File: config.mk
export PLATFORM = sky130hd
export DESIGN_NAME = watchdog_timer_dev_flat
export DESIGN_NICKNAME = d
export VERILOG_FILES = /design/src/common/watchdog_timer_pkg.sv /design/src/common/watchdog_timer_if.sv /design/src/verilog/watchdog_timer_dev.sv /design/src/flat_wrapper.sv
export VERILOG_INCLUDE_DIRS = /design/src /design/src/common
export SDC_FILE = /design/constraint.sdc
export NUM_CORES = 1
export LEC_CHECK = 0
export BUFFER_PORTS_ARGS = -buffer_cell sky130_fd_sc_hd__buf_2
export CORE_MARGIN = 3
export CORE_UTILIZATION = 55
export CTS_CLUSTER_SIZE = 16
export DETAILED_ROUTE_END_ITERATION = 7
export MAX_ROUTING_LAYER = met4
export PLACE_DENSITY = 0.72
export SLEW_MARGIN = 20
export SYNTH_ARGS = -nofsm -noshare
export SYNTH_HDL_FRONTEND = slang
export SYNTH_SLANG_ARGS = --single-unit
File: constraint.sdc
create_clock -name clk_in -period 2.5 [get_ports clk_in]
set_clock_uncertainty 0.1 [all_clocks]
set_input_delay 0.375 -clock clk_in [delete_from_list [all_inputs] [get_ports clk_in]]
set_output_delay 0.375 -clock clk_in [all_outputs]
set_load 0.005 [all_outputs]
File: src/common/watchdog_timer_regs.svh
// watchdog timer constants: register offsets, fields, ports, unlock key
// assumes a 100 MHz clk_in; included by bare name
`ifndef WATCHDOG_TIMER_REGS_SVH
`define WATCHDOG_TIMER_REGS_SVH
`define WD_INDEX_PORT      16'h002E
`define WD_DATA_PORT       16'h002F
`define WD_KEY0            8'h87
`define WD_KEY1            8'h01
`define WD_KEY2            8'h55
`define WD_KEY3            8'h55
`define WD_EXIT_INDEX      8'h02
`define WD_EXIT_DATA       8'h02
`define WD_LDN_OFF         8'h07
`define WD_CTRL_OFF        8'h71
`define WD_CFG_OFF         8'h72
`define WD_COUNT_OFF       8'h73
`define WD_CTRL_KBD_BIT    5
`define WD_CFG_SEC_BIT     7
`define WD_CFG_RST_BIT     6
`define WD_RESET_VAL       8'h00
`define WD_CLK_HZ          100000000
`define WD_SEC_PER_MIN     60
`define WD_SEC_CYCLES      (`WD_CLK_HZ)
`endif

File: src/common/watchdog_timer_pkg.sv
// watchdog timer types used by the device end
// no assumptions beyond a single clock
package watchdog_timer_pkg;
  // unlock progress, gray coded along the key sequence
  typedef enum logic [2:0] {
    LOCKED = 3'b000,
    GOT_K0 = 3'b001,
    GOT_K1 = 3'b011,
    GOT_K2 = 3'b010,
    OPEN   = 3'b110
  } unlock_state_t;
endpackage

File: src/common/watchdog_timer_if.sv
// byte-wide i/o port link between host and watchdog device
// one i/o cycle per io_wr or io_rd pulse, answer one cycle later
`timescale 1ns/10ps
interface watchdog_timer_if;
  logic [15:0] io_addr;
  logic [7:0]  io_wdata;
  logic        io_wr;
  logic        io_rd;
  logic [7:0]  io_rdata;
  logic        io_rvalid;
  logic        kbd_irq;
  modport device (input io_addr, io_wdata, io_wr, io_rd, kbd_irq,
                  output io_rdata, io_rvalid);
  modport host (output io_addr, io_wdata, io_wr, io_rd, kbd_irq,
                input io_rdata, io_rvalid);
endinterface

File: src/verilog/watchdog_timer_dev.sv
// watchdog timer device end: config unlock, indexed registers, countdown
// assumes single 100 MHz clk_in, io strobes synchronous one-cycle pulses
// How it works
// - expiry asserts system reset output
// - host reloads or stops before timeout
// - tick count is byte, 1 to 255
// - unit bit picks second or minute ticks
// - reload restores last programmed count
// - stop halts countdown, no reset
// - unlock key 87 01 55 55 required
// - index 02 data 02 relocks access
// - index port then data port access
// - keyboard interrupt reloads when enabled
// - config bit 7 set means seconds
// - config bit 6 enables reset output
// - nonzero count write loads and starts
// - zero count write stops watchdog
`timescale 1ns/10ps
`include "watchdog_timer_regs.svh"
module watchdog_timer_dev #(
  // cycles per second tick; a bench may shorten it to reach expiry
  parameter int unsigned SEC_CYCLES = `WD_SEC_CYCLES
) (
  input  wire logic       clk_in,
  input  wire logic       rst_n_in,
  watchdog_timer_if.device bus,
  input  wire logic       reload_in,
  output logic            sys_reset_out,
  output logic            expired_out,
  output logic            running_out
);
  watchdog_timer_pkg::unlock_state_t ul_q, ul_d;
  logic [7:0]  index_q, ldn_q, ctrl_q, cfg_q, init_q, remain_q;
  logic [7:0]  rdata_q;
  logic        rvalid_q, run_q, exp_q, kbd_q;
  logic [26:0] sec_cnt_q;
  logic [5:0]  min_cnt_q;

  // address decode
  wire idx_wr   = bus.io_wr && bus.io_addr == `WD_INDEX_PORT;
  wire dat_wr   = bus.io_wr && bus.io_addr == `WD_DATA_PORT;
  wire dat_rd   = bus.io_rd && bus.io_addr == `WD_DATA_PORT;
  wire is_open  = ul_q == watchdog_timer_pkg::OPEN;
  wire reg_wr   = dat_wr && is_open;
  wire cnt_wr   = reg_wr && index_q == `WD_COUNT_OFF;
  wire kbd_rise = bus.kbd_irq && !kbd_q;
  wire kbd_rel  = kbd_rise && ctrl_q[`WD_CTRL_KBD_BIT];
  wire reload   = (reload_in || kbd_rel) && run_q;
  wire sec_tick = sec_cnt_q == 27'(SEC_CYCLES - 1);
  wire min_wrap = min_cnt_q == 6'(`WD_SEC_PER_MIN - 1);
  // unit: bit set selects seconds, clear selects minutes
  wire tick     = sec_tick && (cfg_q[`WD_CFG_SEC_BIT] || min_wrap);
  wire [7:0] rd_mux =
    index_q == `WD_LDN_OFF   ? ldn_q :
    index_q == `WD_CTRL_OFF  ? ctrl_q :
    index_q == `WD_CFG_OFF   ? cfg_q :
    index_q == `WD_COUNT_OFF ? remain_q : 8'h00;

  // unlock sequencer; exit happens on index 02 then data 02
  always_comb begin
    ul_d = ul_q;
    if (idx_wr) begin
      unique case (ul_q)
        watchdog_timer_pkg::LOCKED:
          ul_d = bus.io_wdata == `WD_KEY0 ? watchdog_timer_pkg::GOT_K0 : ul_q;
        watchdog_timer_pkg::GOT_K0:
          ul_d = bus.io_wdata == `WD_KEY1 ? watchdog_timer_pkg::GOT_K1
                                          : watchdog_timer_pkg::LOCKED;
        watchdog_timer_pkg::GOT_K1:
          ul_d = bus.io_wdata == `WD_KEY2 ? watchdog_timer_pkg::GOT_K2
                                          : watchdog_timer_pkg::LOCKED;
        watchdog_timer_pkg::GOT_K2:
          ul_d = bus.io_wdata == `WD_KEY3 ? watchdog_timer_pkg::OPEN
                                          : watchdog_timer_pkg::LOCKED;
        watchdog_timer_pkg::OPEN: ul_d = ul_q;
        default: ul_d = watchdog_timer_pkg::LOCKED;
      endcase
    end else if (reg_wr && index_q == `WD_EXIT_INDEX &&
                 bus.io_wdata == `WD_EXIT_DATA) begin
      ul_d = watchdog_timer_pkg::LOCKED;
    end
  end

  // state and index registers
  always_ff @(posedge clk_in) begin
    if (!rst_n_in) begin
      ul_q    <= watchdog_timer_pkg::LOCKED;
      index_q <= `WD_RESET_VAL;
      kbd_q   <= 1'b0;
    end else begin
      ul_q    <= ul_d;
      kbd_q   <= bus.kbd_irq;
      if (idx_wr && is_open) index_q <= bus.io_wdata;
    end
  end

  // configuration registers
  always_ff @(posedge clk_in) begin
    if (!rst_n_in) begin
      ldn_q  <= `WD_RESET_VAL;
      ctrl_q <= `WD_RESET_VAL;
      cfg_q  <= `WD_RESET_VAL;
      init_q <= `WD_RESET_VAL;
    end else if (reg_wr) begin
      if (index_q == `WD_LDN_OFF)  ldn_q  <= bus.io_wdata;
      if (index_q == `WD_CTRL_OFF) ctrl_q <= bus.io_wdata;
      if (index_q == `WD_CFG_OFF)  cfg_q  <= bus.io_wdata;
      if (cnt_wr)                  init_q <= bus.io_wdata;
    end
  end

  // read answer one cycle after the data port read; locked reads give 00
  always_ff @(posedge clk_in) begin
    if (!rst_n_in) begin
      rdata_q  <= 8'h00;
      rvalid_q <= 1'b0;
    end else begin
      rvalid_q <= dat_rd;
      if (dat_rd) rdata_q <= is_open ? rd_mux : 8'h00;
    end
  end

  // tick prescaler: a one-cycle enable each second, a minute count on top
  always_ff @(posedge clk_in) begin
    if (!rst_n_in || cnt_wr || reload) begin
      sec_cnt_q <= 27'h0000000;
      min_cnt_q <= 6'h00;
    end else if (run_q) begin
      sec_cnt_q <= sec_tick ? 27'h0000000 : sec_cnt_q + 27'h0000001;
      if (sec_tick) min_cnt_q <= min_wrap ? 6'h00 : min_cnt_q + 6'h01;
    end
  end

  // countdown; a write beats a reload, which beats a tick
  always_ff @(posedge clk_in) begin
    if (!rst_n_in) begin
      remain_q <= `WD_RESET_VAL;
      run_q    <= 1'b0;
      exp_q    <= 1'b0;
    end else if (cnt_wr) begin
      remain_q <= bus.io_wdata;
      run_q    <= bus.io_wdata != 8'h00;
      exp_q    <= 1'b0;
    end else if (reload) begin
      remain_q <= init_q;
    end else if (run_q && tick) begin
      remain_q <= remain_q - 8'h01;
      if (remain_q == 8'h01) begin
        run_q <= 1'b0;
        exp_q <= 1'b1;
      end
    end
  end

  assign bus.io_rdata  = rdata_q;
  assign bus.io_rvalid = rvalid_q;
  assign expired_out   = exp_q;
  assign running_out   = run_q;
  // hardware reset only when enabled; stays until the count is rewritten
  assign sys_reset_out = exp_q && cfg_q[`WD_CFG_RST_BIT];
endmodule

File: src/flat_wrapper.sv
// flat-port wrapper written by rule: the top's interface ports become plain ports
module watchdog_timer_dev_flat 
#(
                                                                   
  parameter int unsigned SEC_CYCLES = `WD_SEC_CYCLES
)
  (clk_in, rst_n_in, reload_in, sys_reset_out, expired_out, running_out, bus_io_addr, bus_io_wdata, bus_io_wr, bus_io_rd, bus_kbd_irq, bus_io_rdata, bus_io_rvalid);
  watchdog_timer_if bus_i ();
  input  wire logic clk_in;
  input  wire logic rst_n_in;
  input  wire logic reload_in;
  output logic sys_reset_out;
  output logic expired_out;
  output logic running_out;
  input wire logic [$bits(bus_i.io_addr)-1:0] bus_io_addr;
  input wire logic [$bits(bus_i.io_wdata)-1:0] bus_io_wdata;
  input wire logic [$bits(bus_i.io_wr)-1:0] bus_io_wr;
  input wire logic [$bits(bus_i.io_rd)-1:0] bus_io_rd;
  input wire logic [$bits(bus_i.kbd_irq)-1:0] bus_kbd_irq;
  output wire logic [$bits(bus_i.io_rdata)-1:0] bus_io_rdata;
  output wire logic [$bits(bus_i.io_rvalid)-1:0] bus_io_rvalid;
  assign bus_i.io_addr = bus_io_addr;
  assign bus_i.io_wdata = bus_io_wdata;
  assign bus_i.io_wr = bus_io_wr;
  assign bus_i.io_rd = bus_io_rd;
  assign bus_i.kbd_irq = bus_kbd_irq;
  assign bus_io_rdata = bus_i.io_rdata;
  assign bus_io_rvalid = bus_i.io_rvalid;
  watchdog_timer_dev #(.SEC_CYCLES(SEC_CYCLES)) u_core (.clk_in(clk_in), .rst_n_in(rst_n_in), .bus(bus_i), .reload_in(reload_in), .sys_reset_out(sys_reset_out), .expired_out(expired_out), .running_out(running_out));
endmodule
; ---- Word-level counts from Yosys, hierarchy flattened
; Cells that the tools add are included.
[op_classes]
addsub = 3
n_eq_ne = 21
muxes = 21
bitwise = 2
n_reduce_logical = 35
[ops]
columns = operator, n
row1 = $mux W8, 8
row2 = $eq A16 B6 Y1 const B, 2
row3 = $eq A8 B7 Y1 const B, 4
row4 = $add A27 B1 Y27 const B, 1
row5 = $eq A27 B27 Y1 const B, 1
row6 = $mux W27, 1
row7 = $eq A8 B1 Y1 const B, 2
row8 = $eq A8 B2 Y1 const B, 2
row9 = $pmux W3 S5, 1
row10 = $logic_and A1 B1 Y1, 14
row11 = $mux W3, 4
row12 = $reduce_and A2 Y1, 5
row13 = $reduce_and A3 Y1, 3
row14 = $eq A8 B3 Y1 const B, 1
row15 = $eq A8 B8 Y1 const B, 1
row16 = $reduce_bool A8 Y1, 1
row17 = $sub A8 B1 Y8 const B, 1
row18 = $add A6 B1 Y6 const B, 1
row19 = $eq A3 B2 Y1 const B, 2
row20 = $eq A6 B6 Y1 const B, 1
row21 = $mux W6, 1
row22 = $reduce_bool A2 Y1, 3
row23 = $logic_or A1 B1 Y1, 4
row24 = $mux W1, 4
row25 = other kinds (11), 14
[totals]
regBits = 96
in_bits = 30
out_inout_bits = 12
wordCells = 96

; ---- Logic depth before layout (Yosys ltp)
; Gate-level depths: netlist of run 1.
[logic_depth]
word_depth = 7
depth_mapped = 8

; ---- Worst setup path before layout of run 1
; No wires, ideal clock.
[synth_path]
path_kind = reg2reg
start = register u_core.sec_cnt_q[0]
end = register u_core.remain_q[0]
setup_time_ps = 126
t_arrival_ps = 1972
t_required_ps = 2274
slack_ps = 302
stages_incl_launch_ff = 7
synth_period_minus_slack_ps = 2198
path_cell_list = dfxtp_1 -> ha_1 -> and3_1 -> nand3_1 -> nor4_1 -> or4_1 -> o211ai_1
[synth_via]
elab_chain_len = 4
[synth_lines]
columns = element, line
row1 = start: declaration, watchdog_timer_dev.sv:36  ; logic [26:0] sec_cnt_q;
row2 = start signal: assignment, watchdog_timer_dev.sv:129  ; sec_cnt_q <= sec_tick ? 27'h0000000 : sec_cnt_q + 27'h0000001;
row3 = $eq A27 B27 Y1, watchdog_timer_dev.sv:49  ; wire sec_tick = sec_cnt_q == 27'(SEC_CYCLES - 1);
row4 = $logic_and A1 B1 Y1, watchdog_timer_dev.sv:52  ; wire tick = sec_tick && (cfg_q[`WD_CFG_SEC_BIT] || min_wrap);
row5 = $logic_and A1 B1 Y1, watchdog_timer_dev.sv:146  ; end else if (run_q && tick) begin
row6 = $reduce_bool A3 Y1 (no line), --
row7 = end signal: assignment, watchdog_timer_dev.sv:141  ; remain_q <= bus.io_wdata;
row8 = end signal: assignment, watchdog_timer_dev.sv:145  ; remain_q <= init_q;
row9 = end signal: assignment, watchdog_timer_dev.sv:147  ; remain_q <= remain_q - 8'h01;
row10 = end: declaration, watchdog_timer_dev.sv:33  ; logic [7:0] index_q, ldn_q, ctrl_q, cfg_q, init_q, remain_q;
; No other way between the ends.
; A chain may end at the register's enable or synchronous reset.

; ---- Worst setup path in the final report of run 1
[layout_path]
start = register u_core.ul_q[2]
end = register u_core.sec_cnt_q[17]
[layout_via]
elab_chain_len = 5
[layout_lines]
columns = element, line
row1 = start: declaration, watchdog_timer_dev.sv:32  ; watchdog_timer_pkg::unlock_state_t ul_q, ul_d;
row2 = start signal: assignment, watchdog_timer_dev.sv:87  ; ul_q <= watchdog_timer_pkg::LOCKED;
row3 = start signal: assignment, watchdog_timer_dev.sv:91  ; ul_q <= ul_d;
row4 = $eq A3 B3 Y1, watchdog_timer_dev.sv:43  ; wire is_open = ul_q == watchdog_timer_pkg::OPEN;
row5 = $logic_and A1 B1 Y1, watchdog_timer_dev.sv:44  ; wire reg_wr = dat_wr && is_open;
row6 = $logic_and A1 B1 Y1 (no line), --
row7 = $logic_or A1 B1 Y1 (2 in a row), watchdog_timer_dev.sv:125  ; if (!rst_n_in || cnt_wr || reload) begin
; No other way between the ends.

==> results of run 1 <==
-- synth_stat cells, types with 3 or more instances --
library cell / number / share of area [%]
o41ai_1: 8 / 1.5
dfxtp_1: 96 / 41
o2bb2ai_1: 7 / 1.3
nor4_1: 7 / 0.94
nor4bb_1: 3 / 0.65
nand3_1: 19 / 2.0
nor3_1: 8 / 0.86
mux2i_1: 40 / 8.6
nand4_1: 16 / 2.2
nand4b_1: 3 / 0.57
a21o_1: 4 / 0.65
xnor2_1: 7 / 1.3
nor2_1: 77 / 6.2
xor2_1: 17 / 3.2
or3_1: 12 / 1.6
and2_1: 4 / 0.54
nor4b_1: 4 / 0.75
and4_1: 5 / 0.94
a211oi_1: 4 / 0.65
inv_1: 9 / 0.73
a221oi_1: 5 / 0.94
buf_2: 9 / 0.97
or4_1: 8 / 1.3
o31ai_1: 5 / 0.81
ha_1: 4 / 1.1
a21oi_1: 23 / 2.5
o211ai_1: 5 / 0.81
clkbuf_1: 21 / 1.7
and4b_1: 3 / 0.65
and3_1: 8 / 1.1
o21ai_0: 10 / 1.1
a31oi_1: 8 / 1.1
nor3b_1: 5 / 0.81
nand2_1: 42 / 3.4
-- layout by cell type (no fill, tap or decap), drive strengths merged, types with 12 or more instances in the layout --
master and count:
mux2i 40, xor2 17, nor2 77, inv 12, or3 12, a21oi 23
nand4 17, nand3 20, buf 69, nand2 42, dfxtp 96
-- through the flow --
step / util, % / std cells
floorplan: - / 530
global placement: 63.49 / 668
global route: 65.80 / 684
CTS: 65.73 / 684
finish: 65.80 / 684
detailed placement: 63.49 / 668
-- cell families (layout without fill, tap and decap cells) --
group	after synthesis	after routing	share of synthesized area, %
simple gates	233	233	26.81
mux	42	42	9.105
xor+xnor	24	24	4.526
buf+inv	43	95	3.960
fa+ha+maj	4	4	1.078
compound gates	88	88	13.15
flops	96	96	41.38
-- registers in the layout, summed over array words and instances, names as in the netlist, 8 cells and up --
name / cells
u_core.ctrl_q: 8
u_core.cfg_q: 8
u_core.sec_cnt_q: 27
u_core.init_q: 8
u_core.bus.io_rdata: 8
u_core.ldn_q: 8
u_core.index_q: 8
u_core.remain_q: 8
-- per-layer routing --
layer | share of wire (%) | GRT usage [%] | up-vias
met5 | 0 | - | -
met4 | 1.8 | 8.733 | 0
met3 | 4.8 | 3.786 | 24
met2 | 45 | 35.60 | 116
met1 | 48 | 34.39 | 1978
li1 | - | - | 2041
-- power by group through the flow --
| stage | clock (mW) | sequential, mW | combinational, mW |
|---|---|---|---|
| after floorplan | 0 | 1.56 | 0.0459 |
| after global placement | 0 | 1.56 | 0.0948 |
| after detailed placement | 0 | 1.56 | 0.0977 |
| after CTS | 0.966 | 1.53 | 0.0978 |
| after global routing | 1.03 | 1.53 | 0.106 |
| final | 0.942 | 1.53 | 0.0996 |
-- how the worst max path moves through the flow --
stage	slack, ns	cells after the start	from	to
3_5_place_dp	0.12	5	u_core.sec_cnt_q[21]	u_core.min_cnt_q[4]
6_report	0.11	6	u_core.ul_q[2]	u_core.sec_cnt_q[17]
4_1_cts	0.10	5	u_core.sec_cnt_q[21]	u_core.min_cnt_q[4]
3_3_place_gp	0.17	5	u_core.sec_cnt_q[21]	u_core.min_cnt_q[4]
2_1_floorplan	0.30	6	u_core.sec_cnt_q[0]	u_core.remain_q[0]
5_1_grt	0.04	6	u_core.ul_q[2]	u_core.sec_cnt_q[17]
-- area by class of cell --
type                            instances  area (um^2)  area share [%]
Timing Repair Buffer                   69        427.9           8.162
Clock inverter                          7        55.05           1.050
Inverter                               10        37.54          0.7160
Sequential cell                        96         1922           36.66
Clock buffer                            9        123.9           2.363
Multi-Input combinational cell        391         2549           48.62
Tap cell                              102        127.6           2.434
-- worst max-delay path, delay by kind of cell, from the launching register on --
kind / cells / cell delay [ns]
AND/OR/NAND/NOR: 5 / 1.57
buffers and inverters: 1 / 0.18
flip-flops: 1 / 0.41
-- timing repair --
item                       in CTS  in global routing
setup buffers                   0                  0
setup endpoints to repair       0                  1
hold endpoints to repair        0                  0
gates resized for setup         0                  1
==> impl_metrics.tcl, run 1 <==
set metrics [dict create \
    ios 42 \
    outcome "finished, final reports clean" \
    cts_hold_buf 0 \
    coreArea_um2 7968 \
    grt_pass1_wl_um 18920 \
    route.detailed.drc 0 \
    floorplan.initialDensity_pct 58.29 \
    drt-vias-per-instance 6.080 \
    p_int_mw 1.932 \
    cpMaxStageDelayCell "or3_1" \
    num_vias 4159 \
    power.density_nw_per_um2 490.2 \
    relSlewSlack_pct 58.30 \
    hold_viol_final 0 \
    p_clk_share_pct 36.6 \
    cp.required_ns 2.65 \
    fin_tns_setup_ns 0 \
    switchingPower_mw 0.6382 \
    grt_antenna_before_repair 0 \
    slew_viol_final 0 \
    numCtsBuffers 9 \
    setup_viol 0 \
    rows 32 \
    grt_start_max_net_pins 39 \
    fillerInstances 650 \
    cp-start-kind "register" \
    die_w_um 97.90 \
    cts_tree "built" \
    synthDistinctLibCells 54 \
    ir_drop_mv 0.2845 \
    dp_hpwl_um 8024 \
    timing.rr.end "u_core.sec_cnt_q[17]" \
    cts_buffer_depth 2 \
    fin_nets 611 \
    place_area_um2 5059 \
    post-route-min-period_ns 2.387 \
    ant_nets 0 \
    totalWireLength_um 11350 \
    yosys_most_used_dff "dfxtp_1" \
    cp.arrival_ns 2.54 \
    syn2layout_area_growth_pct 12.88 \
    rsz0062_at_grt "false" \
    min_to "u_core.kbd_q" \
    grt_pass1_vias 3880 \
    synthArstFlopShare_pct 0 \
    clock_sinks 96 \
    p_leak_nw 2.002 \
    fin_hold_ws_ns 0.1391 \
    synth_area_um2 4644 \
    final_cell_area_um2 5243 \
    cp_cell_sequence "nand3b_4 > or4_1 > or3_1 > nand4_2 > buf_12 > nor2_1" \
    dr.pass1.iters 5 \
    crit_path_max_incr_delay_ns 0.65 \
    worst_pin_slew_ns 0.6232 \
    p_seq_share_pct 59.5 \
    r2r-start "u_core.ul_q[2]" \
    worst_hold_path.num_cells 2 \
    timing.fmax_ghz 0.4190 \
    clock-root-buffer "clkbuf_8" \
    synth_seq_cells 96 \
    maxCapViolCount 0 \
    synth_edf_count 0 \
    combinationalPowerShare_pct 3.9 \
    fp.dieArea_um2 9583 \
    hp-class "primary input to register" \
    fin_crit_sh_pct 95.46 \
    clk_pin_slew_ns 0.10 \
    clk_latency_ns 0.37 \
    routedWlPerCell_um 16.59 \
    critical_path.endpoint_type "register" \
    grtUsageTotal_pct 24.44 \
    rrSetupSlack_ns 0.11 \
    num_antenna_cells 0 \
    globalRouteOverflowTotal 0 \
    postSynthCellCount 530 \
    yosysSeqAreaShare_pct 41.38 \
    yosys_warnings 0 \
    h-tree-depth 3 \
    swShare_pct 24.83 \
    place_congestion 0.8641 \
    critPathKind "register to register" \
    fp.dieH_um 97.90 \
    rr_worst_depth 6 \
    synth.avg_cell_area_um2 8.763 \
    drive_above_1_share_pct 16.49 \
    power_mw 2.570 \
    pre_cts_slack_ns 0.1226 \
    placement.io_buffers 41 \
    synthesis.nets 564 \
    drt_iter0_markers 272 \
    finalWorstSetupSlack_ns 0.1134 \
    hp-start "bus_kbd_irq" \
    critPathMaxFanout 25 \
]
No activity file was read; power rests on OpenSTA's default activity.
==> run 2, diff against run 1 <==
Settings changed: RECOVER_POWER from default to 50.
==> run 2 against run 1 <==
Against the previous run:
- count of clock-buffer cells in the layout did not move
- global-route usage did not move
- maximum frequency rose by 0.95%
- cell count did not move
- largest power group unchanged
- highest routed layer unchanged
==> impl_metrics.tcl, run 2 (synthesized netlist as in run 1, its figures left out) <==
set metrics [dict create \
    outcome "finished, final reports clean" \
    p_int_mw 1.931 \
    ios 42 \
    cp.arrival_ns 2.52 \
    ir_drop_mv 0.2860 \
    fin_tns_setup_ns 0 \
    critPathMaxFanout 25 \
    hp-class "primary input to register" \
    rows 32 \
    grt_antenna_before_repair 0 \
    relSlewSlack_pct 40.08 \
    cp.required_ns 2.65 \
    grt_pass1_wl_um 18920 \
    globalRouteOverflowTotal 0 \
    cp_cell_sequence "nand3b_4 > or4_1 > or3_1 > nand4_2 > buf_12 > nor2_1" \
    drive_above_1_share_pct 14.43 \
    drt-vias-per-instance 6.050 \
    clock_sinks 96 \
    p_leak_nw 1.945 \
    cts_buffer_depth 2 \
    p_clk_share_pct 36.8 \
    worst_pin_slew_ns 0.8988 \
    crit_path_max_incr_delay_ns 0.64 \
    placement.io_buffers 41 \
    worst-path-buf-inv 1 \
    place_congestion 0.8641 \
    instances_no_fill 684 \
    rsz0062_at_grt "false" \
    dp_hpwl_um 8024 \
    hold_viol_final 0 \
    slew_viol_final 0 \
    fin_nets 611 \
    syn2layout_area_growth_pct 11.80 \
    grt_start_max_net_pins 39 \
    post-route-min-period_ns 2.364 \
    swShare_pct 24.99 \
    dp_cells 668 \
    clk_pin_slew_ns 0.10 \
    totalWireLength_um 11370 \
    dr.pass1.iters 5 \
    p_seq_share_pct 59.4 \
    combinationalPowerShare_pct 3.8 \
    critical_path.endpoint_type "register" \
    floorplan.initialDensity_pct 58.29 \
    fp.dieH_um 97.90 \
    die_w_um 97.90 \
    cts_hold_buf 0 \
    fillerInstances 664 \
    numCtsBuffers 9 \
    cp_top_family "simple AND/OR/NAND/NOR gates" \
    largest-register "u_core.sec_cnt_q" \
    grtUsageTotal_pct 24.44 \
    largest_register_ffs 27 \
    grt_pass1_vias 3880 \
    cpMaxStageDelayCell "or3_1" \
    cts_tree "built" \
    power.density_nw_per_um2 495.7 \
    mostFrequentLayoutCells "dfxtp_1, nor2_1, nand2_1" \
    timing.fmax_ghz 0.4230 \
    fp.dieArea_um2 9583 \
    critPathKind "register to register" \
    routedWlPerCell_um 16.62 \
    switchingPower_mw 0.6431 \
    h-tree-depth 3 \
    num_antenna_cells 0 \
    fin_crit_sh_pct 94.56 \
    ant_nets 0 \
    route.detailed.drc 0 \
    clock-root-buffer "clkbuf_8" \
    cp-start-kind "register" \
    num_vias 4138 \
    clk_latency_ns 0.37 \
    coreArea_um2 7968 \
    setup_viol 0 \
    layout_commonest_cell "dfxtp_1" \
    maxCapViolCount 0 \
    drt_iter0_markers 264 \
]
run 2: changes by cell type in the layout (fill, tap and decap cells not counted), moves of 3 or more:
cell      previous run  this run
buf_2               41        35
clkbuf_2             0         3
buf_4               27        20
clkbuf_1             0        10
run 2: through the flow:
stage	hold WS (ns)	setup slack [ns]	power (mW)	utilization, %	area, um^2
CTS	0.1364	0.1008	2.592	65.73	5238
detailed placement	0.3411	0.1226	1.662	63.49	5059
finish	0.1362	0.1359	2.574	65.17	5192
global placement	0.3409	0.1661	1.659	63.49	5059
floorplan	0.3317	0.3021	1.610	-	4644
global route	0.1326	0.02792	2.662	65.17	5192
run 2: repair_timing:
action	in CTS	in global routing
resized for setup	0	1
buffers inserted	0	0
setup endpoints to repair	0	1
run 2: final timing paths:
path / startpoint / endpoint / slack (ns) / cells after the start
worst max-delay path: u_core.ul_q[2] / u_core.sec_cnt_q[17] / 0.14 / 6
worst min-delay path: bus_kbd_irq / u_core.kbd_q / 0.14 / 2
worst max register to register: u_core.ul_q[2] / u_core.sec_cnt_q[17] / 0.14 / 6
worst min register to register: u_core.init_q[4] / u_core.init_q[4] / 0.36 / 2
run 2: per-layer routing:
metal	wire length [um]	global-route usage [%]	up-vias	share of wire [%]
li1	-	-	2036	-
met3	583	3.786	22	5.1
met1	5526	34.39	1951	49
met2	5063	35.60	129	45
met5	0	-	-	0
met4	197	8.733	0	1.7
run 2: area by class of cell:
class                      instances  area (um^2)  share of cell area (%)
tap                              102        127.6                   2.458
clock buffer                       9        123.9                   2.386
timing repair buffer              69        397.9                   7.663
multi-input combinational        391         2529                   48.70
clock inverter                     7        55.05                   1.060
sequential                        96         1922                   37.01
inverter                          10        37.54                  0.7229
run 2: power by group through the flow:
stage          clock network, mW  logic [mW]  registers [mW]
2_1_floorplan                  0      0.0459            1.56
3_3_place_gp                   0      0.0948            1.56
3_5_place_dp                   0      0.0977            1.56
4_1_cts                    0.966      0.0978            1.53
5_1_grt                     1.03       0.105            1.53
6_report                   0.947      0.0980            1.53
==> run 3, diff against run 2 <==
Settings changed: RECOVER_POWER 50 to 25.
==> run 3 against run 2 <==
Against the previous run:
- register-to-register slack hardly changed
- worst hold slack better by 0.0021 ns
- total power hardly changed
- sequential cell count stayed put
- count of clock-buffer cells in the layout stayed put
- first-iteration DRC count is 7.6% higher
- combinational power hardly changed
- via count is 0.31% lower
- global-route usage stayed put
- cell count stayed put
- clock power hardly changed
==> impl_metrics.tcl, run 3 (synthesized netlist as in run 1, its figures left out) <==
set metrics [dict create \
    cp.required_ns 2.65 \
    hp-start "bus_kbd_irq" \
    maxCapViolCount 0 \
    drt-vias-per-instance 6.031 \
    p_seq_share_pct 59.4 \
    r2r-start "u_core.ul_q[2]" \
    switchingPower_mw 0.6407 \
    clk_pin_slew_ns 0.10 \
    pre_cts_slack_ns 0.1226 \
    numCtsBuffers 9 \
    grt_pass1_wl_um 18920 \
    globalRouteOverflowTotal 0 \
    instances_no_fill 684 \
    critPathMaxFanout 25 \
    grt_start_max_net_pins 39 \
    post-route-min-period_ns 2.371 \
    fin_tns_setup_ns 0 \
    timing.rr.end "u_core.sec_cnt_q[17]" \
    cp_cell_sequence "nand3b_4 > or4_1 > or3_1 > nand4_2 > buf_12 > nor2_1" \
    worst_hold_path.num_cells 2 \
    fin_nets 611 \
    power_mw 2.572 \
    rr_worst_depth 6 \
    fin_hold_ws_ns 0.1382 \
    timing.fmax_ghz 0.4217 \
    power.density_nw_per_um2 493.7 \
    dp_hpwl_um 8024 \
    placement.io_buffers 41 \
    fp.dieArea_um2 9583 \
    largest-register "u_core.sec_cnt_q" \
    p_clk_share_pct 36.7 \
    final_cell_area_um2 5209 \
    die_w_um 97.90 \
    critPathKind "register to register" \
    postCtsSetupRepairBufs 0 \
    rsz0062_at_grt "false" \
    critical_path.endpoint_type "register" \
    cp-start-kind "register" \
    hp-class "primary input to register" \
    grtUsageTotal_pct 24.44 \
    clock_sinks 96 \
    num_vias 4125 \
    floorplan.initialDensity_pct 58.29 \
    fin_crit_sh_pct 94.84 \
    drt_iter0_markers 284 \
    largest_register_ffs 27 \
    ant_nets 0 \
    place_congestion 0.8641 \
    fp.dieH_um 97.90 \
    cts_buffer_depth 2 \
    grt_antenna_before_repair 0 \
    p_leak_nw 1.955 \
    slew_viol_final 0 \
    outcome "finished, final reports clean" \
    p_int_mw 1.931 \
    totalWireLength_um 11310 \
    dp_cells 668 \
    rows 32 \
    combinationalPowerShare_pct 3.8 \
    clock-root-buffer "clkbuf_8" \
    mostFrequentLayoutCells "dfxtp_1, nor2_1, nand2_1" \
    ff_latch_area_um2 1922 \
    hold_viol_final 0 \
    cp.arrival_ns 2.52 \
    h-tree-depth 3 \
    dr.pass1.iters 6 \
    cts_tree "built" \
    grt_pass1_vias 3880 \
    ios 42 \
    num_antenna_cells 0 \
    swShare_pct 24.91 \
    fillerInstances 661 \
    min_to "u_core.kbd_q" \
    setup_viol 0 \
    fin_util_pct 65.37 \
    layout_commonest_cell "dfxtp_1" \
    worst_pin_slew_ns 0.9468 \
    multiInputGateArea_um2 2534 \
    cpMaxStageDelayCell "or3_1" \
    drive_above_1_share_pct 14.78 \
    rrSetupSlack_ns 0.13 \
    place_area_um2 5059 \
    syn2layout_area_growth_pct 12.15 \
    route.detailed.drc 0 \
    routedWlPerCell_um 16.53 \
    crit_path_max_incr_delay_ns 0.65 \
    cts_hold_buf 0 \
    relSlewSlack_pct 36.88 \
    ir_drop_mv 0.2864 \
    clk_latency_ns 0.37 \
    coreArea_um2 7968 \
    finalWorstSetupSlack_ns 0.1289 \
]
run 3: how the worst max path moves through the flow:
stage               slack (ns)                 start              endpoint  cells after the start
floorplan                 0.30   u_core.sec_cnt_q[0]    u_core.remain_q[0]                      6
global placement          0.17  u_core.sec_cnt_q[21]   u_core.min_cnt_q[4]                      5
detailed placement        0.12  u_core.sec_cnt_q[21]   u_core.min_cnt_q[4]                      5
CTS                       0.10  u_core.sec_cnt_q[21]   u_core.min_cnt_q[4]                      5
global route              0.05   u_core.sec_cnt_q[0]    u_core.remain_q[5]                      7
finish                    0.13        u_core.ul_q[2]  u_core.sec_cnt_q[17]                      6
run 3: layer usage:
metal | share of wire (%) | track usage (%) | vias to the layer above
met3 | 4.8 | 3.786 | 22
met5 | 0 | - | -
met4 | 1.7 | 8.733 | 0
met1 | 49 | 34.39 | 1963
met2 | 45 | 35.60 | 107
li1 | - | - | 2033
run 3: power groups by stage:
stage | Combinational [mW] | Sequential, mW | Clock (mW)
final | 0.0982 | 1.53 | 0.945
after CTS | 0.0978 | 1.53 | 0.966
after detailed placement | 0.0977 | 1.56 | 0
after floorplan | 0.0459 | 1.56 | 0
after global placement | 0.0948 | 1.56 | 0
after global routing | 0.105 | 1.53 | 1.03
run 3: timing repair:
action	CTS	global route
setup endpoints to repair	0	1
gates resized for setup	0	1
endpoints found under the hold margin	0	0
run 3: area by class of cell:
class / count / share of cell area (%)
Clock buffer: 9 / 2.378
Clock inverter: 7 / 1.057
Inverter: 10 / 0.7206
Multi-Input combinational cell: 391 / 48.64
Sequential cell: 96 / 36.90
Tap cell: 102 / 2.450
Timing Repair Buffer: 69 / 7.855
run 3: critical path, delay by kind of cell (launching register included):
kind,cells,cell delay (ns)
buf+inv,1,0.18
simple gates,5,1.54
flops,1,0.41
